File: src/include/pic_pkg.sv
// pic_pkg: register map, capability field layout and constant values
// assumes: 32-bit apb register bus, three pwm channels, one clock
package pic_pkg;

  // ***********************************
  // register map
  // ***********************************
  localparam int ADDR_W = 12;
  localparam logic [ADDR_W-1:0] OFS_PENDING = 12'h008;
  localparam logic [ADDR_W-1:0] OFS_CAP_ONE = 12'h00c;
  localparam logic [ADDR_W-1:0] OFS_CAP_TWO = 12'h010;
  localparam int CHANNELS = 3;
  localparam logic [CHANNELS-1:0] PENDING_RESET = 3'h0;

  // ***********************************
  // capability one fields
  // ***********************************
  localparam int C1_POL_BIT = 28;
  localparam int C1_DUAL_BIT = 27;
  localparam int C1_IRQCFG_LSB = 25;
  localparam int C1_CENTRE_BIT = 23;
  localparam int C1_EDGE_BIT = 22;
  localparam int C1_DBSCL_BIT = 21;
  localparam int C1_DBW_LSB = 16;
  localparam int C1_SCNT_LSB = 13;
  localparam int C1_SCW_LSB = 8;
  localparam int C1_PCW_LSB = 3;
  localparam int C1_CHN_LSB = 0;
  localparam logic default_polarity_flag = 1'h1;
  localparam logic dual_compare_present = 1'h0;
  localparam logic [1:0] irq_configuration_code = 2'h0;
  localparam logic centre_aligned_present = 1'h0;
  localparam logic edge_aligned_present = 1'h1;
  localparam logic deadband_scaler_present = 1'h1;
  localparam logic [4:0] deadband_counter_width = 5'h07;
  localparam logic [2:0] scaler_count = 3'h2;
  localparam logic [4:0] scaler_width = 5'h07;
  localparam logic [4:0] period_counter_width = 5'h07;
  localparam logic [2:0] channel_count = 3'h2;

  // ***********************************
  // capability two fields
  // ***********************************
  localparam int C2_WAVEFORM_SYNC_PRESENT_BIT = 10;
  localparam int C2_WDEPTH_LSB = 6;
  localparam int C2_WWORD_LSB = 1;
  localparam int C2_WMODE_BIT = 0;
  localparam logic waveform_sync_present = 1'h0;
  localparam logic [3:0] waveform_ram_depth = 4'h0;
  localparam logic [4:0] waveform_ram_word_width = 5'h07;
  localparam logic waveform_mode_present = 1'h0;

endpackage

File: src/pic_pending_flag.sv
// pic_pending_flag: one sticky pending bit, set by an event, cleared by w1c
// assumes: set and clear are synchronous to clk_i
`timescale 1ns/1ns
`default_nettype none
module pic_pending_flag (
  input wire logic clk_i,
  input wire logic rst_n_i,
  input wire logic set_i,
  input wire logic clear_i,
  output logic flag_o
);

  logic flag_r;

  // set beats clear so an event in the clearing cycle is kept
  always_ff @(posedge clk_i or negedge rst_n_i) begin
    if (!rst_n_i) begin
      flag_r <= 1'h0;
    end else if (set_i) begin
      flag_r <= 1'h1;
    end else if (clear_i) begin
      flag_r <= 1'h0;
    end
  end

  assign flag_o = flag_r;

endmodule // pic_pending_flag
`default_nettype wire

File: src/pic_regs.sv
// pic_regs: pending and capability registers of the pwm controller
// assumes: apb slave on clk_i; channel events come from same-clock logic
`timescale 1ns/1ns
`default_nettype none
module pic_regs (
  input wire logic clk_i,
  input wire logic reset_n_i,
  input wire logic psel_i,
  input wire logic penable_i,
  input wire logic pwrite_i,
  input wire logic [pic_pkg::ADDR_W-1:0] paddr_i,
  input wire logic [31:0] pwdata_i,
  output logic pready_o,
  output logic pslverr_o,
  output logic [31:0] prdata_o,
  input wire logic [pic_pkg::CHANNELS-1:0] channel_event_i,
  output logic irq_o
);

  // ***********************************
  // reset release
  // ***********************************
  logic rst_meta_r;
  logic rst_n_r;

  always_ff @(posedge clk_i or negedge reset_n_i) begin
    if (!reset_n_i) begin
      rst_meta_r <= 1'h0;
      rst_n_r <= 1'h0;
    end else begin
      rst_meta_r <= 1'h1;
      rst_n_r <= rst_meta_r;
    end
  end

  // ***********************************
  // capability one
  // ***********************************
  localparam int IRQCFG_W = $bits(pic_pkg::irq_configuration_code);
  localparam int DBW_W = $bits(pic_pkg::deadband_counter_width);
  localparam int SCNT_W = $bits(pic_pkg::scaler_count);
  localparam int SCW_W = $bits(pic_pkg::scaler_width);
  localparam int PCW_W = $bits(pic_pkg::period_counter_width);
  localparam int CHN_W = $bits(pic_pkg::channel_count);
  logic [31:0] cap_one;

  // built from constants only, so it never needs a reset
  always_comb begin
    cap_one = 32'h0;
    cap_one[pic_pkg::C1_POL_BIT] = pic_pkg::default_polarity_flag;
    cap_one[pic_pkg::C1_DUAL_BIT] = pic_pkg::dual_compare_present;
    cap_one[pic_pkg::C1_IRQCFG_LSB +: IRQCFG_W] =
      pic_pkg::irq_configuration_code;
    cap_one[pic_pkg::C1_CENTRE_BIT] = pic_pkg::centre_aligned_present;
    cap_one[pic_pkg::C1_EDGE_BIT] = pic_pkg::edge_aligned_present;
    cap_one[pic_pkg::C1_DBSCL_BIT] = pic_pkg::deadband_scaler_present;
    cap_one[pic_pkg::C1_DBW_LSB +: DBW_W] =
      pic_pkg::deadband_counter_width;
    cap_one[pic_pkg::C1_SCNT_LSB +: SCNT_W] = pic_pkg::scaler_count;
    cap_one[pic_pkg::C1_SCW_LSB +: SCW_W] = pic_pkg::scaler_width;
    cap_one[pic_pkg::C1_PCW_LSB +: PCW_W] =
      pic_pkg::period_counter_width;
    cap_one[pic_pkg::C1_CHN_LSB +: CHN_W] = pic_pkg::channel_count;
  end

  // ***********************************
  // capability two
  // ***********************************
  localparam int WDEPTH_W = $bits(pic_pkg::waveform_ram_depth);
  localparam int WWORD_W = $bits(pic_pkg::waveform_ram_word_width);
  logic [31:0] cap_two;

  // waveform features absent; only the word width reads nonzero
  always_comb begin
    cap_two = 32'h0;
    cap_two[pic_pkg::C2_WAVEFORM_SYNC_PRESENT_BIT] = pic_pkg::waveform_sync_present;
    cap_two[pic_pkg::C2_WDEPTH_LSB +: WDEPTH_W] =
      pic_pkg::waveform_ram_depth;
    cap_two[pic_pkg::C2_WWORD_LSB +: WWORD_W] =
      pic_pkg::waveform_ram_word_width;
    cap_two[pic_pkg::C2_WMODE_BIT] = pic_pkg::waveform_mode_present;
  end

  // ***********************************
  // bus decode
  // ***********************************
  // which register the address names, if any
  typedef enum logic [1:0] {
    PIC_SEL_NONE,
    PIC_SEL_PENDING,
    PIC_SEL_CAP_ONE,
    PIC_SEL_CAP_TWO
  } pic_sel_e;

  pic_sel_e reg_sel;
  logic setup_phase;
  logic access_wr;
  logic mapped;

  // full address compare; aliases of a register answer as unmapped
  always_comb begin
    case (paddr_i)
      pic_pkg::OFS_PENDING: reg_sel = PIC_SEL_PENDING;
      pic_pkg::OFS_CAP_ONE: reg_sel = PIC_SEL_CAP_ONE;
      pic_pkg::OFS_CAP_TWO: reg_sel = PIC_SEL_CAP_TWO;
      default: reg_sel = PIC_SEL_NONE;
    endcase
  end

  assign setup_phase = psel_i && !penable_i;
  assign access_wr = psel_i && penable_i && pwrite_i;
  assign mapped = (reg_sel != PIC_SEL_NONE);

  // zero wait states: every access ends in its first access cycle
  assign pready_o = 1'h1;

  // ***********************************
  // pending flags
  // ***********************************
  logic [pic_pkg::CHANNELS-1:0] pending;
  logic [pic_pkg::CHANNELS-1:0] clear_req;
  logic pending_wr;

  assign pending_wr = access_wr && (reg_sel == PIC_SEL_PENDING);

  // only bits 2..0 act; upper bits of the write are reserved
  assign clear_req = pending_wr ?
                     pwdata_i[pic_pkg::CHANNELS-1:0] :
                     pic_pkg::PENDING_RESET;

  // one flag per channel; bit n follows channel n
  genvar ch;
  generate
    for (ch = 0; ch < pic_pkg::CHANNELS; ch++) begin : g_flag
      pic_pending_flag u_flag (
        .clk_i(clk_i),
        .rst_n_i(rst_n_r),
        .set_i(channel_event_i[ch]),
        .clear_i(clear_req[ch]),
        .flag_o(pending[ch])
      );
    end
  endgenerate

  // ***********************************
  // interrupt request
  // ***********************************
  // level interrupt, no mask of its own
  assign irq_o = |pending;

  // ***********************************
  // read data
  // ***********************************
  logic [31:0] pending_word;
  logic [31:0] prdata_nxt;
  logic [31:0] prdata_r;

  // reserved pending bits read zero
  always_comb begin
    pending_word = 32'h0;
    pending_word[pic_pkg::CHANNELS-1:0] = pending;
  end

  // unmapped addresses read zero
  always_comb begin
    case (reg_sel)
      PIC_SEL_PENDING: prdata_nxt = pending_word;
      PIC_SEL_CAP_ONE: prdata_nxt = cap_one;
      PIC_SEL_CAP_TWO: prdata_nxt = cap_two;
      default: prdata_nxt = 32'h0;
    endcase
  end

  // data is caught in setup so it stands stable through the access cycle
  always_ff @(posedge clk_i or negedge rst_n_r) begin
    if (!rst_n_r) begin
      prdata_r <= 32'h0;
    end else if (setup_phase) begin
      prdata_r <= pwrite_i ? 32'h0 : prdata_nxt;
    end
  end

  // ***********************************
  // slave error
  // ***********************************
  logic pslverr_r;

  // writes to capability registers are dropped silently, no error
  // flag clears once the bus goes idle
  always_ff @(posedge clk_i or negedge rst_n_r) begin
    if (!rst_n_r) begin
      pslverr_r <= 1'h0;
    end else if (setup_phase) begin
      pslverr_r <= !mapped;
    end else if (!psel_i) begin
      pslverr_r <= 1'h0;
    end
  end

  assign prdata_o = prdata_r;
  assign pslverr_o = pslverr_r && psel_i && penable_i;

endmodule // pic_regs
`default_nettype wire

File: config.mk
export PLATFORM = sky130hd
export DESIGN_NAME = pic_regs
export DESIGN_NICKNAME = d
export VERILOG_FILES = /design/src/include/pic_pkg.sv /design/src/pic_pending_flag.sv /design/src/pic_regs.sv
export SDC_FILE = /design/constraint.sdc
export NUM_CORES = 1
export LEC_CHECK = 0
export ABC_AREA = 1
export BUFFER_PORTS_ARGS = -buffer_cell sky130_fd_sc_hd__buf_2
export CAP_MARGIN = 20
export CORE_ASPECT_RATIO = 0.8
export CORE_MARGIN = 4
export CORE_UTILIZATION = 31
export CTS_CLUSTER_SIZE = 24
export DETAILED_ROUTE_END_ITERATION = 10
export GPL_TIMING_DRIVEN = 0
export PLACE_DENSITY_LB_ADDON = 0.15
export SYNTH_ARGS = -nofsm -noshare
export SYNTH_HDL_FRONTEND = slang
export SYNTH_SLANG_ARGS = --single-unit
File: constraint.sdc
create_clock -name clk_i -period 0.8 [get_ports clk_i]
set_clock_uncertainty 0.05 [all_clocks]
set_input_delay 0.12 -clock clk_i [delete_from_list [all_inputs] [get_ports clk_i]]
set_output_delay 0.12 -clock clk_i [all_outputs]
set_load 0.01 [all_outputs]
==> reports/metrics.cfg, run 1 <==
[synthesis]
synth_xor_xnor_area_share_pct = 0
synth_simple_gate_area_share_pct = 33.6
synthFlopType = dfrtp_1
ys.warnings.count = 0
synth_top_family_by_area = simple AND/OR/NAND/NOR gates
synthCells = 109
synth_compound_area_share_pct = 1.80
yosys.area.top_type_share_pct = 33.0
ys_async_sr_fraction_pct = 100
ys_top_cells_by_area = dfrtp_1 (33%), buf_4 (25%), nand2_1 (11%), nor2_4 (6.8%), inv_1 (4.5%)
synth-edff-count = 0
postSynthAreaPerCell_sq_um = 7.64
synth_most_common_cell = buf_4
synth_fa_ha_area_share_pct = 0
yosys-top-cells-count = buf_4 (28), nand2_1 (24), dfrtp_1 (11), inv_1 (10), nor2_1 (6)
yosysUniqueCellTypes = 17
ys_ff_latch = 11
syn_area_sq_um = 833
synth_top_area_cell = dfrtp_1
yosysSeqAreaShare_pct = 33.0
synthMuxAreaShare_pct = 0

[die]
start_util_pct = 33.3
dieWidth_um = 66.0
dieArea_sq_um = 3590
boundaryPins = 87
num_rows = 16
core_sq_um = 2500
die_h_um = 54.4

[power]
swShare_pct = 27.4
leakage_uw = 0.000808
p_switching_uw = 352
pwr-share-clk_pct = 29.0
seqPwrFrac_pct = 46.2
peakVddDrop_v = 0.000754
power.density_nw_per_um2 = 884
p_int_uw = 932
pwr-share-comb_pct = 24.7

[routing]
drt-initial-drc-count = 7
final_antenna_net_count = 0
first_pass_iters = 3
vias = 825
detail_route.vias_per_cell = 3.80
wire_per_inst_um = 9.62
routed_wl_um = 2090
drc = 0

[finish]
area_growth_pct = 74.3
nets = 234
design_area_sq_um = 1450
final_cells = 217
fill_cells = 244
antenna_cells = 0
drive_above_1_share_pct = 59.7
register_area_sq_um = 277
multi_input_area_sq_um = 409

[clock_network]
cts_root_buf = clkbuf_4
clock-sinks = 11
cts_tree = built
clock_path_buffers = 2
worstSkewPairLatency_ns = 0.26
clkTransAtPathRegs_ns = 0.07
cts_buffers = 3
cts.htree.levels = 1

[outcome]
status = finished, violations left
violations = setup timing

[critical_path]
crit_type = reg -> out
path_common_cell = buf_6
required_ns = 0.63
critPathLaunchType = flip-flop
max_stage_delay_ns = 0.41
reg2reg_from = prdata_o[22]$_DFFE_PN0P_
path_cells = buf_6, buf_6, buf_6
worstPathMaxFanout = 7
arrival_ns = 1.04
worstSetupStartpoint = prdata_o[22]$_DFFE_PN0P_
crit_buf_inv = 3
worstSetupEndpointType = output pin
critical_path.top_delay_family = flip-flops
critical-path-slowest-cell = dfrtp_2

[timing]
period_share_pct = 151
rsz0062_at_grt = true
fin_crit_ns = 1.21
slew_viol_final = 0
finalHoldViolations = 0
whs_ns = 0.107
final-setup-viol-count = 21
fmax_mhz = 826
setup_ws_ns = -0.411

[place]
dp_slack_ns = -0.205
dpl.hpwl_um = 1500
place.gp.congestion = 0.744
place_area_sq_um = 1150
numPortBuffers = 40
dp_cells = 201

[grt]
grt_pass1_wl_um = 3230
grt_pass1_vias = 750
grt_overflow_total = 0
grt_antenna_before_repair = 0
grt_max_degree = 10
groute.usage.overall_pct = 12.0

[flow_run]
maxCapViolCount = 0

[min_path]
worstHoldPathType = in -> async

[power groups by stage]
stage / Clock, uW / Combinational, uW / Sequential [uW]
2_1_floorplan: 0 / 177 / 599
3_3_place_gp: 0 / 256 / 603
3_5_place_dp: 0 / 260 / 605
4_1_cts: 396 / 292 / 592
5_1_grt: 421 / 355 / 597
6_report: 373 / 318 / 594
[layer usage]
metal / vias up / track usage [%] / part of all wire, %
met5: - / 0 / 0
met4: 0 / 1.01 / 0
met3: 0 / 4.11 / 8.1
met2: 27 / 24.0 / 55
met1: 366 / 12.7 / 36
li1: 432 / - / -
[final cells by class]
type	instances	share of cell area [%]
plain buffers	28	17.3
flip-flops and latches	11	19.0
inverters	12	3.10
multi-input cells	74	28.2
well taps	36	3.10
clock buffers	4	1.81
repair buffers	52	27.5
[what timing repair did]
| item | in CTS | in global routing |
|---|---|---|
| gates resized for setup | 28 | 17 |
| hold endpoints to repair | 5 | 0 |
| pin swaps | 2 | 7 |
| hold buffers | 4 | 0 |
| setup buffers | 8 | 2 |
| endpoints found under the setup margin | 19 | 26 |
[cell usage in the layout, fill, tap and decap left out, drive strengths merged]
cell type and count:
dlygate4sd3 3, nand2 26, inv 12, conb 18
dfrtp 11, nor2 15, nand4 4, clkbuf 4
nand3b 1, and2 1, o21ai 3, nand3 6
buf 76, dlymetal6s4s 1
[worst paths after layout]
path | endpoint | slack [ns] | cells after the start
min in group clk_i | g_flag[1].u_flag.flag_o$_DFFE_PN0P_ | 0.12 | 4
hold / removal | rst_meta_r$_DFF_PN0_ | 0.11 | 2
setup / recovery | prdata_o[8] | -0.41 | 3
hold reg to reg | prdata_o[2]$_DFFE_PN0P_ | 0.11 | 0
max in group asynchronous | prdata_o[22]$_DFFE_PN0P_ | 0.29 | 0
setup reg to reg | prdata_o[22]$_DFFE_PN0P_ | -0.13 | 4
[sequential cells by signal, indices dropped and copies added, names as in the netlist]
| register | count |
|---|---|
| pslverr_r | 1 |
| rst_meta_r | 1 |
| rst_n_r | 1 |
| prdata_o | 5 |
| g_flag.u_flag.flag_o | 3 |
[kinds of logic (layout without fill, tap and decap cells)]
group | Yosys count | after routing
and+or+nand+nor | 53 | 53
AOI/OAI and AO/OA | 3 | 3
buffers and inverters | 40 | 96
DFF | 11 | 11
other | 2 | 18
[through the flow]
step           utilization [%]  TNS [ns]  power (uW)
2_1_floorplan                -   -0.0126         775
3_3_place_gp              46.2     -2.52         860
3_5_place_dp              46.2     -2.82         864
4_1_cts                   56.3     -6.20        1280
5_1_grt                   58.1     -6.98        1370
6_report                  58.1     -6.03        1280
Power figures use the tool's default switching activity.
==> run 2, diff against run 1 <==
==> constraint.sdc (replaced) <==
create_clock -name clk_i -period 0.8 [get_ports clk_i]
set_clock_uncertainty 0.05 [all_clocks]
set_input_delay 0.04 -clock clk_i [delete_from_list [all_inputs] [get_ports clk_i]]
set_output_delay 0.04 -clock clk_i [all_outputs]
set_load 0.01 [all_outputs]
==> run 2 against run 1 <==
  * Core utilization fell by 1.8 points
  * Wire length decreased by 5.1%
  * Register-to-register slack hardly changed
  * The flow still finishes with violations (setup timing)
  * Via count shrank 2.4%
  * Fmax is 6.2% higher
  * Total power is 0.86% lower
  * Final cell count is 0.46% higher
  * Clock-buffer cell count unchanged
  * Flip-flop and latch count stayed put
  * Critical endpoint is now prdata_o[18]
  * Non-clock buffer count grew 1
  * First-iteration DRC count increased by 57%
==> reports/metrics.cfg, run 2 (same netlist as run 1, synthesis figures left out) <==
[outcome]
status = finished, violations left
violations = setup timing

[place]
dp_cells = 201
dpl.hpwl_um = 1520
place.gp.congestion = 0.750
numPortBuffers = 40
dp_slack_ns = -0.135

[critical_path]
path_cells = buf_6, buf_4, buf_6
required_ns = 0.71
r2r_cells = 4
arrival_ns = 1.05
path_common_cell = buf_6
reg2reg_from = prdata_o[22]$_DFFE_PN0P_
max_stage_delay_ns = 0.42
crit_buf_inv = 3
r2r_slack_ns = -0.14
crit_type = reg -> out
reg2reg_to = prdata_o[22]$_DFFE_PN0P_
critical-path-slowest-cell = dfrtp_2
worstPathMaxFanout = 6
worstSetupEndpointType = output pin
critical_path.top_delay_family = flip-flops
critPathLaunchType = flip-flop

[routing]
final_antenna_net_count = 0
routed_wl_um = 1980
drc = 0
wire_per_inst_um = 9.09
first_pass_iters = 4
detail_route.vias_per_cell = 3.69
vias = 805
drt-initial-drc-count = 11

[finish]
nets = 235
area_growth_pct = 68.8
antenna_cells = 0
largest_reg_flops = 5
layout_commonest_cell = buf_2
drive_above_1_share_pct = 56.0
final_cell_mix = buf_2 (29), buf_4 (24), buf_6 (24), nand2_1 (22), conb_1 (18)
final_cells = 218
fill_cells = 247

[grt]
met1_usage_pct = 12.7
use_met3_pct = 3.90
grt_antenna_before_repair = 0
grt_pass1_vias = 707
busiest_layer = met2
grt_max_degree = 10
grt_pass1_wl_um = 3000
grt_util_met2_pct = 20.1
grt_overflow_total = 0
groute.usage.overall_pct = 10.8

[timing]
slew_viol_final = 0
finalHoldViolations = 0
rsz0062_at_grt = true
period_share_pct = 142
fin_crit_ns = 1.14
fmax_mhz = 877
final-setup-viol-count = 19
setup_ws_ns = -0.340

[clock_network]
cts.htree.levels = 1
worstSkewPairLatency_ns = 0.26
cts_buffers = 3
cts_root_buf = clkbuf_4
clkTransAtPathRegs_ns = 0.07
cts_tree = built
clock_path_buffers = 2
clock-sinks = 11

[power]
leakage_uw = 0.000796
peakVddDrop_v = 0.000627
power.density_nw_per_um2 = 905

[die]
dieArea_sq_um = 3590
core_sq_um = 2500
boundaryPins = 87
start_util_pct = 33.3
num_rows = 16
die_h_um = 54.4
dieWidth_um = 66.0

[min_path]
worstHoldPathType = in -> async

[flow_run]
maxCapViolCount = 0

run 2: repair_timing:
item	4_1_cts	5_1_grt
buffers inserted	9	1
hold buffers	4	0
pin swaps	3	4
cloned	0	0
endpoints found under the hold margin	5	0
setup endpoints to repair	19	26
resized for setup	23	11
run 2: power breakdown:
group / switching (uW) / total [uW] / leakage, uW / internal [uW]
Sequential: 18.3 / 593 / 0.000136 / 575
Combinational: 144 / 306 / 0.000644 / 161
Clock: 181 / 374 / 0.0000150 / 193
run 2: worst register-to-register path, cell delays in order, from the launching register on:
cell	delay [ns]
dfrtp_2	0.42
buf_6	0.13
buf_4	0.13
nand2_2	0.06
o21ai_2	0.05
run 2: metrics by stage:
stage / area [sq um] / TNS [ns] / utilization, % / hold WS, ns / power [uW]
floorplan: 895 / 0 / - / -0.306 / 771
global placement: 1140 / -1.02 / 45.6 / -0.225 / 850
detailed placement: 1140 / -1.35 / 45.6 / -0.224 / 856
CTS: 1380 / -4.91 / 55.2 / 0.0126 / 1290
global route: 1410 / -5.69 / 56.2 / 0.0188 / 1370
finish: 1410 / -4.72 / 56.2 / 0.0242 / 1270
run 2: metal layers:
metal | share of wire, % | vias up
met2 | 52 | 27
met1 | 42 | 344
met5 | 0 | -
met4 | 0 | 0
met3 | 6.6 | 0
li1 | - | 434
run 2: final cells by class:
cell class / instances / area [sq um] / share of cell area (%)
multi-input cells: 74 / 378 / 26.9
repair buffers: 53 / 395 / 28.1
flip-flops and latches: 11 / 277 / 19.7
clock buffers: 4 / 26.3 / 1.87
inverters: 12 / 45.0 / 3.20
plain buffers: 28 / 240 / 17.1
well taps: 36 / 45.0 / 3.20
run 2: worst max path at each step:
stage                                  start                             endpoint  slack, ns  depth (start not counted)
detailed placement                paddr_i[5]  g_flag[2].u_flag.flag_o$_DFFE_PN0P_      -0.13                          7
global route        prdata_o[22]$_DFFE_PN0P_                         prdata_o[16]      -0.38                          3
global placement                  paddr_i[5]  g_flag[1].u_flag.flag_o$_DFFE_PN0P_      -0.12                          7
floorplan           prdata_o[22]$_DFFE_PN0P_             prdata_o[22]$_DFFE_PN0P_       0.03                          2
finish              prdata_o[22]$_DFFE_PN0P_                         prdata_o[18]      -0.34                          3
CTS                 prdata_o[22]$_DFFE_PN0P_                          prdata_o[8]      -0.34                          3
